===== src/pio_pkg.sv =====
// Package for the parallel I/O port block: register indices, field
// positions, reset values and the packed carriers used at the ports.
// Assumes a 32-bit classic Wishbone register bus with byte addresses.
package pio_pkg;

    // Register indices; byte address is four times the index
    localparam logic [13:0] PIO_IDX_PORT_A_DATA = 14'h1000;
    localparam logic [13:0] PIO_IDX_PORT_A_DIR  = 14'h1001;
    localparam logic [13:0] PIO_IDX_PORT_B_DATA = 14'h1004;
    localparam logic [13:0] PIO_IDX_PORT_C_DATA = 14'h1006;
    localparam logic [13:0] PIO_IDX_PORT_C_DIR  = 14'h1007;
    localparam logic [13:0] PIO_IDX_PORT_D_DATA = 14'h1008;
    localparam logic [13:0] PIO_IDX_PORT_D_DIR  = 14'h1009;
    localparam logic [13:0] PIO_IDX_PORT_E_DATA = 14'h100a;
    localparam logic [13:0] PIO_IDX_CONTROL     = 14'h1010;

    // Control register fields
    localparam int PIO_CTL_CCS_BIT  = 0;
    localparam int PIO_CTL_PCOD_BIT = 1;

    // Reset values
    localparam logic [7:0] PIO_PORT_B_RST = 8'h00;
    localparam logic [7:0] PIO_DIR_RST    = 8'h00;
    localparam logic [5:0] PIO_PD_DIR_RST = 6'h00;
    localparam logic [1:0] PIO_CTL_RST    = 2'h0;

    // Port D pin positions
    localparam int PIO_PD_RXD  = 0;
    localparam int PIO_PD_TXD  = 1;
    localparam int PIO_PD_MISO = 2;
    localparam int PIO_PD_MOSI = 3;
    localparam int PIO_PD_SCK  = 4;
    localparam int PIO_PD_SS   = 5;

    // Pin levels arriving from the board
    typedef struct packed {
        logic [7:0] pa;
        logic [7:0] pc;
        logic [5:0] pd;
        logic [7:0] pe;
    } pio_pin_in_t;

    // Pin drive toward the board
    typedef struct packed {
        logic [7:0] pa;
        logic [7:0] pa_oe;
        logic [7:0] pb;
        logic [7:0] pc;
        logic [7:0] pc_oe;
        logic [5:0] pd;
        logic [5:0] pd_oe;
    } pio_pin_out_t;

    // Same-clock requests from timer, SPI, SCI and external bus logic
    typedef struct packed {
        logic [7:0]  oc_en;
        logic [7:0]  oc_val;
        logic        spi_en;
        logic        spi_master;
        logic        spi_od;
        logic [2:0]  spi_val;
        logic        sci_tx_en;
        logic        sci_tx_val;
        logic [15:8] ext_addr_hi;
        logic [7:0]  ext_data;
        logic        ext_write;
    } pio_periph_in_t;

endpackage


===== src/pio_ports.sv =====
// Parallel I/O ports A to E with a classic Wishbone register slave.
// Assumes pins and the mode strap are asynchronous, while timer, SPI,
// SCI and external bus requests come from logic on clk_i.
//
// Design decision made here: the Wishbone register port.
`timescale 1ns/1ps

module pio_ports (
    input  wire logic                    clk_i,
    input  wire logic                    rst_i,
    input  wire logic                    wb_cyc_i,
    input  wire logic                    wb_stb_i,
    input  wire logic                    wb_we_i,
    input  wire logic [15:0]             wb_adr_i,
    input  wire logic [3:0]              wb_sel_i,
    input  wire logic [31:0]             wb_dat_i,
    output logic      [31:0]             wb_dat_o,
    output logic                         wb_ack_o,
    output logic                         wb_err_o,
    input  wire logic                    mode_expanded_i,
    input  wire pio_pkg::pio_pin_in_t    pins_i,
    output pio_pkg::pio_pin_out_t        pins_o,
    input  wire pio_pkg::pio_periph_in_t periph_i,
    input  wire logic                    tcc_write_i,
    output logic                         tcc_write_o,
    output logic [2:0]                   capture_o,
    output logic                         capture4_o,
    output logic                         pulse_accum_o,
    output logic                         spi_ss_o,
    output logic [2:0]                   spi_pin_o,
    output logic                         sci_rx_o,
    output logic [7:0]                   analog_pin_o
);

    ////////////////////////////////////////////////////////////////////////
    // Input synchronisers

    pio_pkg::pio_pin_in_t pin_meta_reg;
    pio_pkg::pio_pin_in_t pin_sync_reg;
    logic                 mode_meta_reg;
    logic                 mode_sync_reg;

    // Two stages; only the second stage is looked at by any logic
    always_ff @(posedge clk_i) begin
        pin_meta_reg  <= pins_i;
        pin_sync_reg  <= pin_meta_reg;
        mode_meta_reg <= mode_expanded_i;
        mode_sync_reg <= mode_meta_reg;
    end

    ////////////////////////////////////////////////////////////////////////
    // Register state

    logic [7:0] pa_data_reg;
    logic [7:0] pa_dir_reg;
    logic [7:0] pb_data_reg;
    logic [7:0] pc_data_reg;
    logic [7:0] pc_dir_reg;
    logic [5:0] pd_data_reg;
    logic [5:0] pd_dir_reg;
    logic [1:0] ctl_reg;
    logic       ack_reg;
    logic       err_reg;
    logic [7:0] rdata_reg;
    logic [7:0] rdata_next;

    ////////////////////////////////////////////////////////////////////////
    // Bus decode

    logic [13:0] idx;
    logic        req;
    logic        expanded;
    logic        hit_pa;
    logic        hit_pad;
    logic        hit_pb;
    logic        hit_pc;
    logic        hit_pcd;
    logic        hit_pd;
    logic        hit_pdd;
    logic        hit_pe;
    logic        hit_ctl;
    logic        mapped;
    logic        wr;
    logic [7:0]  wbyte;

    // Port B and C data vanish from the map in expanded modes
    assign idx      = wb_adr_i[15:2];
    assign req      = wb_cyc_i & wb_stb_i & ~ack_reg & ~err_reg;
    assign expanded = mode_sync_reg;
    assign hit_pa   = (idx == pio_pkg::PIO_IDX_PORT_A_DATA);
    assign hit_pad  = (idx == pio_pkg::PIO_IDX_PORT_A_DIR);
    assign hit_pb   = (idx == pio_pkg::PIO_IDX_PORT_B_DATA) & ~expanded;
    assign hit_pc   = (idx == pio_pkg::PIO_IDX_PORT_C_DATA) & ~expanded;
    assign hit_pcd  = (idx == pio_pkg::PIO_IDX_PORT_C_DIR);
    assign hit_pd   = (idx == pio_pkg::PIO_IDX_PORT_D_DATA);
    assign hit_pdd  = (idx == pio_pkg::PIO_IDX_PORT_D_DIR);
    assign hit_pe   = (idx == pio_pkg::PIO_IDX_PORT_E_DATA);
    assign hit_ctl  = (idx == pio_pkg::PIO_IDX_CONTROL);
    assign mapped   = hit_pa | hit_pad | hit_pb | hit_pc | hit_pcd | hit_pd
                    | hit_pdd | hit_pe | hit_ctl;
    // Only the low byte lane carries register data
    assign wr       = req & mapped & wb_we_i & wb_sel_i[0];
    assign wbyte    = wb_dat_i[7:0];

    ////////////////////////////////////////////////////////////////////////
    // Effective directions and pin functions

    // Pin for inputs, latch for outputs
    function automatic logic [7:0] pio_mix(input logic [7:0] dir,
                                           input logic [7:0] latch,
                                           input logic [7:0] pin);
        return (dir & latch) | (~dir & pin);
    endfunction

    logic       ccs;
    logic       pc_od_eff;
    logic [7:0] pa_oc_en;
    logic [7:0] pa_out;
    logic [7:0] pc_out;
    logic [7:0] pc_drive;
    logic [5:0] pd_dir_eff;
    logic [5:0] pd_out;
    logic [2:0] spi_out_exp;
    logic       spi_on;

    assign ccs       = ctl_reg[pio_pkg::PIO_CTL_CCS_BIT];
    assign pc_od_eff = ctl_reg[pio_pkg::PIO_CTL_PCOD_BIT] & ~expanded;

    // Compare override on bit 3 only while it is the fifth compare
    assign pa_oc_en = periph_i.oc_en & {4'hf, ~ccs, 3'h7};
    assign pa_out   = (pa_oc_en & periph_i.oc_val) | (~pa_oc_en & pa_data_reg);

    // Expanded: data bus driven while the external cycle writes
    assign pc_out   = expanded ? periph_i.ext_data : pc_data_reg;
    assign pc_drive = expanded ? {8{periph_i.ext_write}} : pc_dir_reg;

    // Master drives SCK and MOSI, slave drives MISO
    assign spi_on      = periph_i.spi_en;
    assign spi_out_exp = periph_i.spi_master ? 3'h6 : 3'h1;

    always_comb begin
        pd_dir_eff = pd_dir_reg;
        pd_out     = pd_data_reg;
        if (periph_i.sci_tx_en) begin
            pd_dir_eff[pio_pkg::PIO_PD_TXD] = 1'b1;
            pd_out[pio_pkg::PIO_PD_TXD]     = periph_i.sci_tx_val;
        end
        if (spi_on) begin
            // Expected inputs forced, expected outputs still need the bit
            pd_dir_eff[4:2] = pd_dir_reg[4:2] & spi_out_exp;
            for (int i = 0; i < 3; i++) begin
                if (spi_out_exp[i]) begin
                    pd_out[pio_pkg::PIO_PD_MISO + i] = periph_i.spi_val[i];
                end
            end
            if (!periph_i.spi_master) begin
                pd_dir_eff[pio_pkg::PIO_PD_SS] = 1'b0;
            end
        end
    end

    ////////////////////////////////////////////////////////////////////////
    // Pin drive

    // Open-drain keeps the low-side driver only: a one floats the pin
    always_comb begin
        pins_o.pa    = pa_out;
        pins_o.pa_oe = pa_dir_reg | pa_oc_en;
        pins_o.pb    = expanded ? periph_i.ext_addr_hi : pb_data_reg;
        pins_o.pc    = pc_out;
        pins_o.pc_oe = pc_drive & ~({8{pc_od_eff}} & pc_out);
        pins_o.pd    = pd_out;
        pins_o.pd_oe = pd_dir_eff & ~({6{periph_i.spi_od}} & pd_out);
    end

    ////////////////////////////////////////////////////////////////////////
    // Peripheral-facing inputs

    // Captures see the pin, so latch writes on an output make edges
    assign capture_o     = pin_sync_reg.pa[2:0];
    assign capture4_o    = ccs & pin_sync_reg.pa[3];
    assign pulse_accum_o = pin_sync_reg.pa[7];
    assign tcc_write_o   = tcc_write_i & ~ccs;
    assign spi_ss_o      = pin_sync_reg.pd[pio_pkg::PIO_PD_SS];
    assign spi_pin_o     = pin_sync_reg.pd[4:2];
    assign sci_rx_o      = pin_sync_reg.pd[pio_pkg::PIO_PD_RXD];
    assign analog_pin_o  = pin_sync_reg.pe;

    ////////////////////////////////////////////////////////////////////////
    // Read mux

    always_comb begin
        rdata_next = 8'h00;
        if (hit_pa) begin
            rdata_next = pio_mix(pins_o.pa_oe, pa_out, pin_sync_reg.pa);
        end else if (hit_pad) begin
            rdata_next = pa_dir_reg;
        end else if (hit_pb) begin
            rdata_next = pb_data_reg;
        end else if (hit_pc) begin
            rdata_next = pio_mix(pc_dir_reg, pc_data_reg, pin_sync_reg.pc);
        end else if (hit_pcd) begin
            rdata_next = pc_dir_reg;
        end else if (hit_pd) begin
            rdata_next = pio_mix({2'h0, pd_dir_eff}, {2'h0, pd_out},
                                 {2'h0, pin_sync_reg.pd});
        end else if (hit_pdd) begin
            rdata_next = {2'h0, pd_dir_reg};
        end else if (hit_pe) begin
            // Reading during mixed-use sampling disturbs the converter
            rdata_next = pin_sync_reg.pe;
        end else if (hit_ctl) begin
            rdata_next = {6'h00, ctl_reg};
        end
    end

    ////////////////////////////////////////////////////////////////////////
    // Bus handshake: one wait state, ack or err for one cycle

    always_ff @(posedge clk_i) begin
        if (rst_i) begin
            ack_reg   <= 1'b0;
            err_reg   <= 1'b0;
            rdata_reg <= 8'h00;
        end else begin
            ack_reg   <= req & mapped;
            err_reg   <= req & ~mapped;
            rdata_reg <= req ? rdata_next : rdata_reg;
        end
    end

    assign wb_ack_o = ack_reg;
    assign wb_err_o = err_reg;
    assign wb_dat_o = {24'h000000, rdata_reg};

    ////////////////////////////////////////////////////////////////////////
    // Data latches; inputs-at-reset latches follow the pin during reset

    always_ff @(posedge clk_i) begin
        if (rst_i) begin
            pa_data_reg <= pin_sync_reg.pa;
            pc_data_reg <= pin_sync_reg.pc;
            pd_data_reg <= pin_sync_reg.pd;
            pb_data_reg <= pio_pkg::PIO_PORT_B_RST;
        end else begin
            pa_data_reg <= (wr & hit_pa) ? wbyte : pa_data_reg;
            pc_data_reg <= (wr & hit_pc) ? wbyte : pc_data_reg;
            pd_data_reg <= (wr & hit_pd) ? wbyte[5:0] : pd_data_reg;
            pb_data_reg <= (wr & hit_pb) ? wbyte : pb_data_reg;
        end
    end

    // Direction and control registers
    always_ff @(posedge clk_i) begin
        if (rst_i) begin
            pa_dir_reg <= pio_pkg::PIO_DIR_RST;
            pc_dir_reg <= pio_pkg::PIO_DIR_RST;
            pd_dir_reg <= pio_pkg::PIO_PD_DIR_RST;
            ctl_reg    <= pio_pkg::PIO_CTL_RST;
        end else begin
            pa_dir_reg <= (wr & hit_pad) ? wbyte : pa_dir_reg;
            pc_dir_reg <= (wr & hit_pcd) ? wbyte : pc_dir_reg;
            pd_dir_reg <= (wr & hit_pdd) ? wbyte[5:0] : pd_dir_reg;
            ctl_reg    <= (wr & hit_ctl) ? wbyte[1:0] : ctl_reg;
        end
    end

    ////////////////////////////////////////////////////////////////////////
    // Assertions

    property p_dir_reset;
        @(posedge clk_i) rst_i |=> (pd_dir_reg == 6'h00) && (pc_dir_reg == 8'h00);
    endproperty
    a_dir_reset: assert property (p_dir_reset)
        else $error("direction registers not cleared by reset");

    property p_pb_reset;
        @(posedge clk_i) rst_i ##1 !rst_i && !expanded |-> pins_o.pb == 8'h00;
    endproperty
    a_pb_reset: assert property (p_pb_reset)
        else $error("port B output not zero after reset");

    property p_pb_addr;
        @(posedge clk_i) disable iff (rst_i)
            expanded |-> pins_o.pb == periph_i.ext_addr_hi;
    endproperty
    a_pb_addr: assert property (p_pb_addr)
        else $error("port B not carrying high address in expanded mode");

    property p_unmapped_err;
        @(posedge clk_i) disable iff (rst_i)
            req && expanded && idx == pio_pkg::PIO_IDX_PORT_C_DATA
            |=> wb_err_o && !wb_ack_o ##1 !wb_err_o;
    endproperty
    a_unmapped_err: assert property (p_unmapped_err)
        else $error("port C data not removed in expanded mode");

    property p_pcod_low;
        @(posedge clk_i) disable iff (rst_i)
            !expanded && ctl_reg[1] && pc_dir_reg[0] && !pc_data_reg[0]
            |-> pins_o.pc_oe[0] && !pins_o.pc[0];
    endproperty
    a_pcod_low: assert property (p_pcod_low)
        else $error("open-drain zero not driven low");

    property p_pcod_float;
        @(posedge clk_i) disable iff (rst_i)
            !expanded && ctl_reg[1] && pc_data_reg[7] |-> !pins_o.pc_oe[7];
    endproperty
    a_pcod_float: assert property (p_pcod_float)
        else $error("open-drain one still driven");

    property p_pcod_expanded;
        @(posedge clk_i) disable iff (rst_i)
            expanded && periph_i.ext_write |-> pins_o.pc_oe == 8'hff;
    endproperty
    a_pcod_expanded: assert property (p_pcod_expanded)
        else $error("open-drain acted in expanded mode");

    property p_ss_slave;
        @(posedge clk_i) disable iff (rst_i)
            spi_on && !periph_i.spi_master |-> !pins_o.pd_oe[5];
    endproperty
    a_ss_slave: assert property (p_ss_slave)
        else $error("slave select driven in slave mode");

    property p_spi_in_forced;
        @(posedge clk_i) disable iff (rst_i)
            spi_on && periph_i.spi_master |-> !pins_o.pd_oe[2];
    endproperty
    a_spi_in_forced: assert property (p_spi_in_forced)
        else $error("expected SPI input still driven");

    property p_spi_out_needs_dir;
        @(posedge clk_i) disable iff (rst_i)
            spi_on && !pd_dir_reg[4] |-> !pins_o.pd_oe[4];
    endproperty
    a_spi_out_needs_dir: assert property (p_spi_out_needs_dir)
        else $error("SPI output driven without direction bit");

    property p_tcc_block;
        @(posedge clk_i) disable iff (rst_i) ccs |-> !tcc_write_o;
    endproperty
    a_tcc_block: assert property (p_tcc_block)
        else $error("shared register write passed while capturing");

    property p_pai_follow;
        @(posedge clk_i) disable iff (rst_i)
            ##2 pulse_accum_o == $past(pins_i.pa[7], 2);
    endproperty
    a_pai_follow: assert property (p_pai_follow)
        else $error("pulse accumulator input not following pin");

    property p_write_pa;
        @(posedge clk_i) disable iff (rst_i)
            wr && hit_pa |=> pa_data_reg == $past(wbyte) ##1 wb_ack_o == 1'b0;
    endproperty
    a_write_pa: assert property (p_write_pa)
        else $error("port A latch write lost or ack held");

endmodule


===== config.mk =====
export PLATFORM = sky130hd
export DESIGN_NAME = pio_ports
export DESIGN_NICKNAME = d
export VERILOG_FILES = /design/src/pio_pkg.sv /design/src/pio_ports.sv
export SDC_FILE = /design/constraint.sdc
export NUM_CORES = 1
export LEC_CHECK = 0
export BUFFER_PORTS_ARGS = -buffer_cell sky130_fd_sc_hd__buf_2
export CAP_MARGIN = 20
export CORE_AREA = 2 2 89 156
export CTS_CLUSTER_SIZE = 25
export DETAILED_ROUTE_END_ITERATION = 12
export DIE_AREA = 0 0 91 158
export GPL_ROUTABILITY_DRIVEN = 0
export PLACE_DENSITY_LB_ADDON = 0.12
export SLEW_MARGIN = 20
export SYNTH_ARGS = -nofsm -noshare
export SYNTH_HDL_FRONTEND = slang
export SYNTH_SLANG_ARGS = --single-unit

===== constraint.sdc =====
create_clock -name clk_i -period 2.8 [get_ports clk_i]
set_input_delay 0.42 -clock clk_i [delete_from_list [all_inputs] [get_ports clk_i]]
set_output_delay 0.42 -clock clk_i [all_outputs]
set_load 0.02 [all_outputs]

* After elaboration in Yosys (flattened, before gate mapping) *
Cells that the tools add are included.

word-level totals
  flip-flop bits (word level) = 126
  bits of input ports = 130

cells by class
  equal/unequal tests = 9
  mux-type cells = 27
  bitwise operators = 58
  reductions and logical operators = 3

operator list
  kind                  number
  $eq 14x13->1 const B  9
  $mux 8                15
  $and 8x8->8           9
  $not 8->8             4
  $or 8x8->8            4
  $and 1x1->1           20
  $and 6x6->6           3
  $mux 6                2
  $and 8x6->8           1
  $not 6->8             1
  $or 1x1->1            8
  $or 6x8->8            1
  $mux 1                6
  $mux 3                2
  $not 6->6             1
  $reduce_bool 2->1     3
  $not 1->1             5
  $mux 4                1
  $and 3x3->3           1
  $mux 2                1

* Depth between registers and ports, before layout *
Gate-level depths: netlist of run 1.

  depth after elaboration = 15
  gate-level depth with buffers = 7

* Worst setup path after synthesis of run 1 *
Ideal clock, no wire load.

  kind = input to register
  start = in wb_adr_i[3]
  end = reg pa_data_reg[0] (enable)
  library setup time = 0.375 ns
  arrival = 1.760 ns
  data required time = 2.425 ns
  path slack = 0.666 ns
  stages on the path = 4
  cell sequence = buf_2 > nor4_4 > nand4_1 > o21bai_1

between the ends
  cells in the longest elaborated chain, start to end = 14
  elaborated cells on any way between the ends = 24
  classes of those cells = 9 x eq/ne; 14 x bitwise; 1 x reduce/logical

ends and longest elaborated chain
  element                                           line                                               source
  start, declared                                   pio_ports.sv:14                                    input wire logic [15:0] wb_adr_i,
  $eq 14x13->1 (on tied branches)                   pio_ports.sv:90, pio_ports.sv:91, pio_ports.sv:92
  $or 1x1->1 / $and 1x1->1 (equally long branches)  pio_ports.sv:99, pio_ports.sv:92
  $or 1x1->1 (4 in a row)                           pio_ports.sv:99                                    assign mapped = hit_pa | hit_pad | hit_pb | hit_pc | hit_pcd | hit_pd
  $or 1x1->1 (3 in a row)                           pio_ports.sv:100                                   | hit_pdd | hit_pe | hit_ctl;
  $and 1x1->1 (3 in a row)                          pio_ports.sv:102                                   assign wr = req & mapped & wb_we_i & wb_sel_i[0];
  $and 1x1->1 *                                     pio_ports.sv:246                                   pa_data_reg <= (wr & hit_pa) ? wbyte : pa_data_reg;
  $reduce_bool 2->1 (no line) *                     -
  end signal, assigned                              pio_ports.sv:241                                   pa_data_reg <= pin_sync_reg.pa;
  end signal, assigned                              pio_ports.sv:246
  end, declared                                     pio_ports.sv:54                                    logic [7:0] pa_data_reg;

Mark *: on every way between the ends. The rest lies on a longest branch, timed or not.
A chain may end at the register's enable or synchronous reset.

==> results of run 1 <==
## cells by family after synthesis
kind of cell / after synthesis
buf+inv: 81
simple gates: 238
other cells: 1
mux: 60
flops: 126
compound gates: 104
## report_power, final
part / internal (W) / switching [W] / total [W]
combinational: 0.000191 / 0.000330 / 0.000521
clock: 0.00126 / 0.000864 / 0.00212
sequential: 0.00192 / 0.0000398 / 0.00196
## per-stage QoR
step                      cells  area, µm²  utilization [%]  hold WS (ps)  total power (W)
after CTS                   963       7230             54.9          88.0          0.00464
after floorplan             633       5870                -           310          0.00233
after detailed placement    931       6660             50.6           312          0.00252
final                       963       7230             54.9           103          0.00460
after global placement      931       6660             50.6           310          0.00251
after global routing        963       7230             54.9          85.0          0.00476
## layout make-up
class | count | share of cell area (%)
flip-flops and latches | 126 | 37.9
multi-input cells | 426 | 36.8
clock inverters | 14 | 1.83
well taps | 174 | 3.01
clock buffers | 18 | 6.07
repair buffers | 192 | 13.7
inverters | 13 | 0.675
## per-layer routing
metal  vias to the layer above  track usage [%]
met1                      2422             27.4
li1                       2412                -
met4                         0             13.0
met3                        34             4.76
met5                         -                0
met2                       232             44.2
## layout by cell type, fill, tap and decap left out, types with 13 or more instances in the layout
master     synthesis  final
nand2_1           99     99
mux2i_1           29     29
buf_2              6    181
nand2b_1          18     18
inv_1             13     13
nor2_1            46     46
mux2_2            31     31
o21ai_0           21     21
conb_1             1     24
a21oi_1           27     27
edfxtp_1          22     22
clkbuf_16          0     17
dfxtp_1          104    104
## path summary, 6_finish.rpt
path	end	slack, ps	depth (start not counted)
min	pin_meta_reg[10]$_DFF_P_	100	1
min reg2reg	pin_sync_reg[20]$_DFF_P_	320	0
max	pins_o[27]	280	3
max reg2reg	rdata_reg[3]$_SDFFE_PP0P_	580	5
==> results.md, run 1 <==
* CP Max Fanout at 22
* Syn Area/Cell at roughly 9.5 µm²
* Crit path required time at 2380 ps
* Io pins at roughly 240
* Status: complete, no violations
* Synth top cells by count: dfxtp_1, nand2_1, nor2_1
* Compound-cell area share of the yosys netlist at 12.0%
* Post-Synth Simple-Gate Area at 21.3%
* Drt total wl at 17600 µm
* HP Class: input pin to register
* WL per Instance at approximately 18 µm
* Hold_buf cts at 0
* Cell family with most CP delay: flip-flops
* Period utilisation layout at 89.9%
* Critical path data arrival time at 2100 ps
* Clock Sinks at 126
* Final antenna-violating net count at 0
* PwrDens at between 600 and 700 nW/µm²
* Slowest-stage cell, CP: dfxtp_1
* Largest cells by area after synthesis: dfxtp_1, edfxtp_1, nand2_1, mux2_2, buf_4
* CP Cell Sequence: buf_4 -> mux2_2 -> buf_2
* Wl on met1 at 6660 µm
* DR iter-0 viols at 420
* Final HPWL DP at between 10000 and 15000 µm
* Max-slew violation count at 0
* Multiplexer share of the synthesized area at 11.0%
* Antenna cells at 0
* Worst VDD drop at about 580 µV
* Post-Synth XOR/XNOR Area at 0%
* Postcts setup bufs at 0
* Max FFs per register at 30
* DR vias at between 5000 and 6000
* Die H at 158 µm
* Gr usage total at 24.6%
* Nets at 906
* Setup WS pre-CTS at about 410 ps
* Buf+Inv Stages, Crit Path at 2
* CTS tree: yes
* Fin Clk Skew at just under 8 ps
* Synth top area share at 36.0%
* Min cycle time layout at 2520 ps
* Die area at 14400 µm²
* Footprint of the multi-input gates at 2660 µm²
* Clock-pin slew on the worst setup and hold paths at 60 ps
* Total of fill cells in the finished design at around 1200
* Gr ovfl total at 0
* Count leader, synth: dfxtp_1
* Setup TNS at 0 ps
* Root Buffer: clkbuf_16
* FF+latch count, synth at around 130
* Antenna violations before repair at 0
* Setup Crit Path Kind: register to output pin
* CP endpoint kind: output pin
* Leakage Power at 3.30 nW
* Dominant cell type by area after synthesis: dfxtp_1
* Clk_lat worst skew at 410 ps
* Hold Fails Final Rpt at 0
* Startpoint Class: register
* Vias per cell at about 5.3
* Routed wl met3 at 1080 µm
* Detailed Routing Iterations Pass 1 at 5
* Longest Clk Path Bufs at 2
* Gate count after technology mapping at 610
* Global-route wire length before repair at ~27000 µm
* Wire length on met2 at 9150 µm
* Sequential Area at 2740 µm²
* Top Metal Used: met4
* Share of the yosys chip area belonging to registers at 47.4%
* Hold Path Origin: pins_i[10]
* Row count at 56
* Number of H-tree levels at 4
* Post-Synth Adder-Cell Area at 0%
* Reg2reg start: expanded$_DFF_P_
* Mapped Area at a little under 6000 µm²
* Vias in the first global route at 5093
* Worst Setup SP: expanded$_DFF_P_
* RSZ-0062 raised after global routing: no
* Port Buffer Count at 181
* Ys async rst share at 0%
* Synth Flop Type: dfxtp_1
* # Max-Cap Violations at 0
* Max incr delay on CP at 780 ps
* Worst slew pin tran at 713 ps
* Setup ws final at 282 ps
* Number of synthesized flops with an enable pin at 22
* Number of remaining DRC errors at 0
* Pin count of the biggest net entering global routing at 27
* Area Overhead vs Synth at 24.9%
* Slew Limit Headroom at 52.4%
* Layout cells sized above 1 at 34.7%
* Max frequency at 397 MHz
* Initial Util at 43.9%
* Die W at 91 µm
* Final setup vio count at 0
* Post-cts repair resize count at 0
* Cts bufs inserted at 17
* Largest family of logic cells by synthesized area: simple AND/OR/NAND/NOR gates
* Distinct cells, synth at 66
* Area of the core at about 13000 µm²
* YS warnings at 0
Power figures use the tool's default switching activity.
==> run 2, diff against run 1 <==
--- a/config.mk
+++ b/config.mk
@@ -12,6 +12,7 @@
 export DETAILED_ROUTE_END_ITERATION = 12
 export DIE_AREA = 0 0 91 158
 export GPL_ROUTABILITY_DRIVEN = 0
+export MAX_ROUTING_LAYER = met4
 export PLACE_DENSITY_LB_ADDON = 0.12
 export SLEW_MARGIN = 20
 export SYNTH_ARGS = -nofsm -noshare
==> run 2 against run 1 <==
Clock power is essentially flat. Clock skew is essentially flat. Sequential share of layout area is the same. Via count grew 0.22%. Sequential power is essentially flat. Critical path type unchanged. Total power is essentially flat. Flip-flop and latch count is the same. Global-route usage grew 0.66 points. Non-clock buffer count is the same. Worst hold slack lost 0.78 ps.
==> results.md, run 2 (same netlist as run 1, synthesis figures left out) <==
* Design Power at 0.00460 W (about the same)
* Sw Pwr at 0.00123 W (about the same)
* Hold Path Origin: pins_i[10]
* Most frequent cells in the layout: buf_2, dfxtp_1, nand2_1
* Gr usage total at 25.3% (+0.66 points)
* DR iter-0 viols at 419 (-0.24%)
* Hold slack at 102 ps (-0.781 ps)
* Slew Limit Headroom at 52.8% (+0.36 points)
* Initial Util at 43.9% (unchanged)
* Final HPWL DP at 13400 µm (unchanged)
* Final core occ at 54.9% (unchanged)
* Detailed Routing Iterations Pass 1 at 5 (unchanged)
* Postcts setup bufs at 0 (unchanged)
* Clk_lat worst skew at 410 ps (about the same)
* Vias per cell at 5.31 (+0.22%)
* Layout cells sized above 1 at 34.7% (unchanged)
* Clock Sinks at 126 (unchanged)
* Worst VDD drop at 578 µV (-0.23%)
* Non-filler cells, final at 963 (unchanged)
* Combinational share of power at 11.3% (about the same)
* Register share of total power at 42.6% (about the same)
* Final setup vio count at 0 (unchanged)
* Antenna violations before repair at 0 (unchanged)
* Area of the core at 13200 µm² (unchanged)
* Final antenna-violating net count at 0 (unchanged)
* Hold_buf cts at 0 (unchanged)
* Drt total wl at 17700 µm (+0.23%)
* Pin count of the biggest net entering global routing at 27 (unchanged)
* Die H at 158 µm (unchanged)
* Clock-pin slew on the worst setup and hold paths at 60 ps (about the same)
* Max incr delay on CP at 770 ps (about the same)
* Number of remaining DRC errors at 0 (unchanged)
* # Max-Cap Violations at 0 (unchanged)
* Period utilisation layout at 89.9% (about the same)
* Endpoint of the worst-slack reg-to-reg timing path: rdata_reg[3]$_SDFFE_PP0P_
* Root Buffer: clkbuf_16
* Leakage Power at 3.30 nW (unchanged)
* Reg2reg start: expanded$_DFF_P_
* Flop-to-flop setup slack at 590 ps (about the same)
* Nets at 906 (unchanged)
* Global-route wire length before repair at 26900 µm (about the same)
* Hold Path Sink: pin_meta_reg[10]$_DFF_P_
* Io pins at 235 (unchanged)
* Total of fill cells in the finished design at 1248 (unchanged)
* CP Cell Sequence: buf_4 -> mux2_2 -> buf_2
* Critical path data arrival time at 2100 ps (about the same)
* Antenna cells at 0 (unchanged)
* Startpoint Class: register
* Gr ovfl total at 0 (unchanged)
* Sw Share at 26.8% (about the same)
* Row count at 56 (unchanged)
* Die W at 91 µm (unchanged)
* R2R depth at 5 (unchanged)
* Port Buffer Count at 181 (unchanged)
* RSZ-0062 raised after global routing: no
* Area Overhead vs Synth at 24.9% (unchanged)
* Post-cts repair resize count at 0 (unchanged)
* Cts bufs inserted at 17 (unchanged)
* Hold depth at 1 (unchanged)
* Fin Clk Skew at 7.52 ps (-0.264 ps)
* CP Max Fanout at 22 (unchanged)
* Max frequency at 397 MHz (about the same)
* Max-slew violation count at 0 (unchanged)
* Cells after DPL at 931 (unchanged)
* Status: complete, no violations
* HP Class: input pin to register
* Vias in the first global route at 5084 (-0.18%)
* Most common cell after layout, fill and taps aside: buf_2
* Number of H-tree levels at 4 (unchanged)
* Die area at 14400 µm² (unchanged)
* Max FFs per register at 30 (unchanged)
* PwrDens at 637 nW/µm² (about the same)
* Longest Clk Path Bufs at 2 (unchanged)
* Slowest-stage cell, CP: dfxtp_1
* CP endpoint kind: output pin
* CTS tree: yes
* WL per Instance at 18.3 µm (+0.23%)
* Clock power frac at 46.1% (about the same)
* Setup TNS at 0 ps (unchanged)
* Setup Crit Path Kind: register to output pin
* Min cycle time layout at 2520 ps (-1.55 ps)
* DR vias at 5111 (+0.22%)
* Worst slew pin tran at 708 ps (-5.33 ps)
* Internal at 0.00337 W (about the same)
* Crit path required time at 2380 ps (about the same)
* Hold Fails Final Rpt at 0 (unchanged)
==> run 2: worst max path at each step <==
stage	start	to	slack, ps	cells past startpoint
final	expanded$_DFF_P_	pins_o[27]	280	3
after CTS	expanded$_DFF_P_	pins_o[20]	270	3
after detailed placement	wb_adr_i[4]	rdata_reg[4]$_SDFFE_PP0P_	410	6
after floorplan	wb_adr_i[3]	pa_data_reg[0]$_DFFE_PP_	670	4
after global placement	wb_adr_i[4]	rdata_reg[4]$_SDFFE_PP0P_	450	6
after global routing	expanded$_DFF_P_	pins_o[34]	170	3
==> run 2: per-layer routing <==
metal  track usage (%)  part of all wire [%]  vias up
li1                  -                     -     2416
met5                 -                     0        -
met2              44.2                    52      217
met1              27.7                    38     2443
met3              4.05                   5.5       35
met4              13.0                   4.1        0
==> run 2: worst max-delay path, delay by kind of cell (launching register included) <==
| kind | cells | cell delay, ps |
|---|---|---|
| muxes | 1 | 370 |
| buffers and inverters | 2 | 540 |
| DFF | 1 | 770 |
==> run 2: cell type report <==
| cell class | count | area [µm²] | area share [%] |
|---|---|---|---|
| Clock inverter | 14 | 133 | 1.83 |
| Multi-Input combinational cell | 426 | 2660 | 36.8 |
| Clock buffer | 18 | 439 | 6.07 |
| Timing Repair Buffer | 192 | 988 | 13.7 |
| Inverter | 13 | 48.8 | 0.675 |
| Tap cell | 174 | 218 | 3.01 |
| Sequential cell | 126 | 2740 | 37.9 |
==> run 2: power groups by stage <==
stage / clock (W) / combinational (W) / sequential, W
floorplan: 0 / 0.000346 / 0.00199
global placement: 0 / 0.000509 / 0.00200
detailed placement: 0 / 0.000518 / 0.00200
CTS: 0.00216 / 0.000519 / 0.00196
global route: 0.00223 / 0.000561 / 0.00197
finish: 0.00212 / 0.000522 / 0.00196
==> run 2: stage by stage <==
step | setup slack, ps | area (µm²)
final | 283 | 7230
after global routing | 168 | 7230
after CTS | 273 | 7230
after detailed placement | 407 | 6660
after global placement | 454 | 6660
after floorplan | 666 | 5870
==> run 3, diff against run 2 <==
--- a/config.mk
+++ b/config.mk
@@ -13,7 +13,7 @@
 export DIE_AREA = 0 0 91 158
 export GPL_ROUTABILITY_DRIVEN = 0
 export MAX_ROUTING_LAYER = met4
-export PLACE_DENSITY_LB_ADDON = 0.12
+export PLACE_DENSITY = 0.74
 export SLEW_MARGIN = 20
 export SYNTH_ARGS = -nofsm -noshare
 export SYNTH_HDL_FRONTEND = slang
==> constraint.sdc (replaced) <==
create_clock -name clk_i -period 2.7 [get_ports clk_i]
set_input_delay 0.405 -clock clk_i [delete_from_list [all_inputs] [get_ports clk_i]]
set_output_delay 0.405 -clock clk_i [all_outputs]
set_load 0.02 [all_outputs]
==> run 3 against run 2 <==
Sequential power grew 4%. Cell count grew 0.31%. Core utilization grew 0.60 points. Via count grew 0.65%. Total power grew 7.7%. Flip-flop and latch count is the same. Highest routed layer unchanged.
==> results.md, run 3 (same netlist as run 1, synthesis figures left out) <==
* Detailed Routing Iterations Pass 1 at 5 (unchanged)
* Max-slew violation count at 0 (unchanged)
* Final HPWL DP at 13400 µm (-0.29%)
* Fin Clk Skew at 6.09 ps (-1.42 ps)
* Max frequency at between 400 and 500 MHz
* Startpoint Class: register
* Hold_buf cts at 0 (unchanged)
* Row count at 56 (unchanged)
* DR vias at 5144 (+0.65%)
* Pin count of the biggest net entering global routing at 37 (+37%)
* Io pins at 235 (unchanged)
* Most frequent cells in the layout: buf_2, dfxtp_1, nand2_1
* # Max-Cap Violations at 0 (unchanged)
* Slew Limit Headroom at 56.4% (+3.7 points)
* Status: complete, no violations
* Setup TNS at 0 ps (unchanged)
* Antenna violations before repair at 1 (+1)
* Die area at 14400 µm² (unchanged)
* Period utilisation layout at 83.2%
* Global-route wire length before repair at 26000 µm (-3.3%)
* WL per Instance at 18.0 µm (-2.0%)
* CP endpoint kind: output pin
* DR iter-0 viols at 441 (+5.3%)
* Nets at 908 (+0.22%)
* Setup ws final at 454 ps (+171 ps)
* Number of remaining DRC errors at 0 (unchanged)
* Area of the core at 13200 µm² (unchanged)
* PwrDens at 679 nW/µm² (+6.6%)
* Postcts setup bufs at 0 (unchanged)
* Most common cell after layout, fill and taps aside: buf_2
* Wl on met1 at 6150 µm (-9.4%)
* Port Buffer Count at 181 (unchanged)
* Final antenna-violating net count at 0 (unchanged)
* Final setup vio count at 0 (unchanged)
* CTS tree: yes
* Post-cts repair resize count at 0 (unchanged)
* Wire length on met2 at 9290 µm (+1.1%)
* Die H at 158 µm (unchanged)
* Hold depth at 1 (unchanged)
* Vias in the first global route at 4942 (-2.8%)
* Leakage Power at 3.33 nW (+1.1%)
* Setup Crit Path Kind: register to output pin
* Layout cells sized above 1 at 34.6% (-0.088 points)
* Vias per cell at 5.33 (+0.33%)
* Setup WS pre-CTS at 426 ps (+18.3 ps)
* RSZ-0062 raised after global routing: no
* Longest Clk Path Bufs at 2 (unchanged)
* Hold Fails Final Rpt at 0 (unchanged)
* HP Class: input pin to register
* Clock Sinks at 126 (unchanged)
* Worst slew pin tran at 654 ps (-54.1 ps)
* Worst VDD drop at 545 µV (-5.7%)
* R2R depth at 5 (unchanged)
* Drt total wl at 17400 µm (-1.7%)
* Clk_lat worst skew at 420 ps (about the same)
* Clock-pin slew on the worst setup and hold paths at 60 ps (about the same)
* Root Buffer: clkbuf_16
* Gr ovfl total at 0 (unchanged)
* Initial Util at 43.9% (unchanged)
* Gr usage total at 24.7% (-0.58 points)
* Crit path required time at 2300 ps (-80 ps)
* Hold slack at 83.8 ps (-18.4 ps)
* Top Metal Used: met4
* Area Overhead vs Synth at 26.3%
* Max FFs per register at 30 (unchanged)
* Cts bufs inserted at 17 (unchanged)
* Number of H-tree levels at 4 (unchanged)
* Critical path data arrival time at 1840 ps (-260 ps)
* Min cycle time layout at 2250 ps
* Routed wl met3 at 1020 µm (+5.4%)
* CP Max Fanout at 26 (+18%)
* Die W at 91 µm (unchanged)
run 3: cell type report:
class	count	area [µm²]
fillers	1219	5860
flip-flops and latches	126	2740
multi-input cells	426	2660
repair buffers	194	1020
clock buffers	17	425
well taps	174	218
clock inverters	15	195
inverters	13	48.8
diodes	1	2.50
run 3: final timing paths:
kind              slack (ps)                           to                      from
setup reg to reg         630  pb_data_reg[1]$_SDFFE_PP0P_          expanded$_DFF_P_
setup / recovery         450                   pins_o[30]          expanded$_DFF_P_
hold reg to reg          320     pin_sync_reg[19]$_DFF_P_  pin_meta_reg[19]$_DFF_P_
hold / removal            80     pin_meta_reg[21]$_DFF_P_                pins_i[21]
run 3: metrics by stage:
stage               total power, W  instance area [µm²]  utilization [%]  std cells
finish                     0.00496                 7310             55.5        966
global route               0.00513                 7310             55.5        966
CTS                        0.00499                 7310             55.5        965
detailed placement         0.00261                 6690             50.8        933
global placement           0.00260                 6690             50.8        933
floorplan                  0.00242                 5870                -        633
run 3: power by group:
part	internal, W	switching, W	total, W
Clock	0.00154	0.000845	0.00238
Combinational	0.000200	0.000339	0.000540
Sequential	0.00199	0.0000430	0.00204
Total	0.00373	0.00123	0.00496
run 3: routing by layer:
| metal | up-vias | track usage (%) |
|---|---|---|
| met4 | 0 | 15.6 |
| met5 | - | - |
| met1 | 2404 | 25.2 |
| met3 | 48 | 4.76 |
| met2 | 263 | 43.5 |
| li1 | 2429 | - |
run 3: critical path, stage by stage (launching register included):
cell and delay (ps):
dfxtp_1 660, buf_12 240, mux2_2 360, buf_2 160
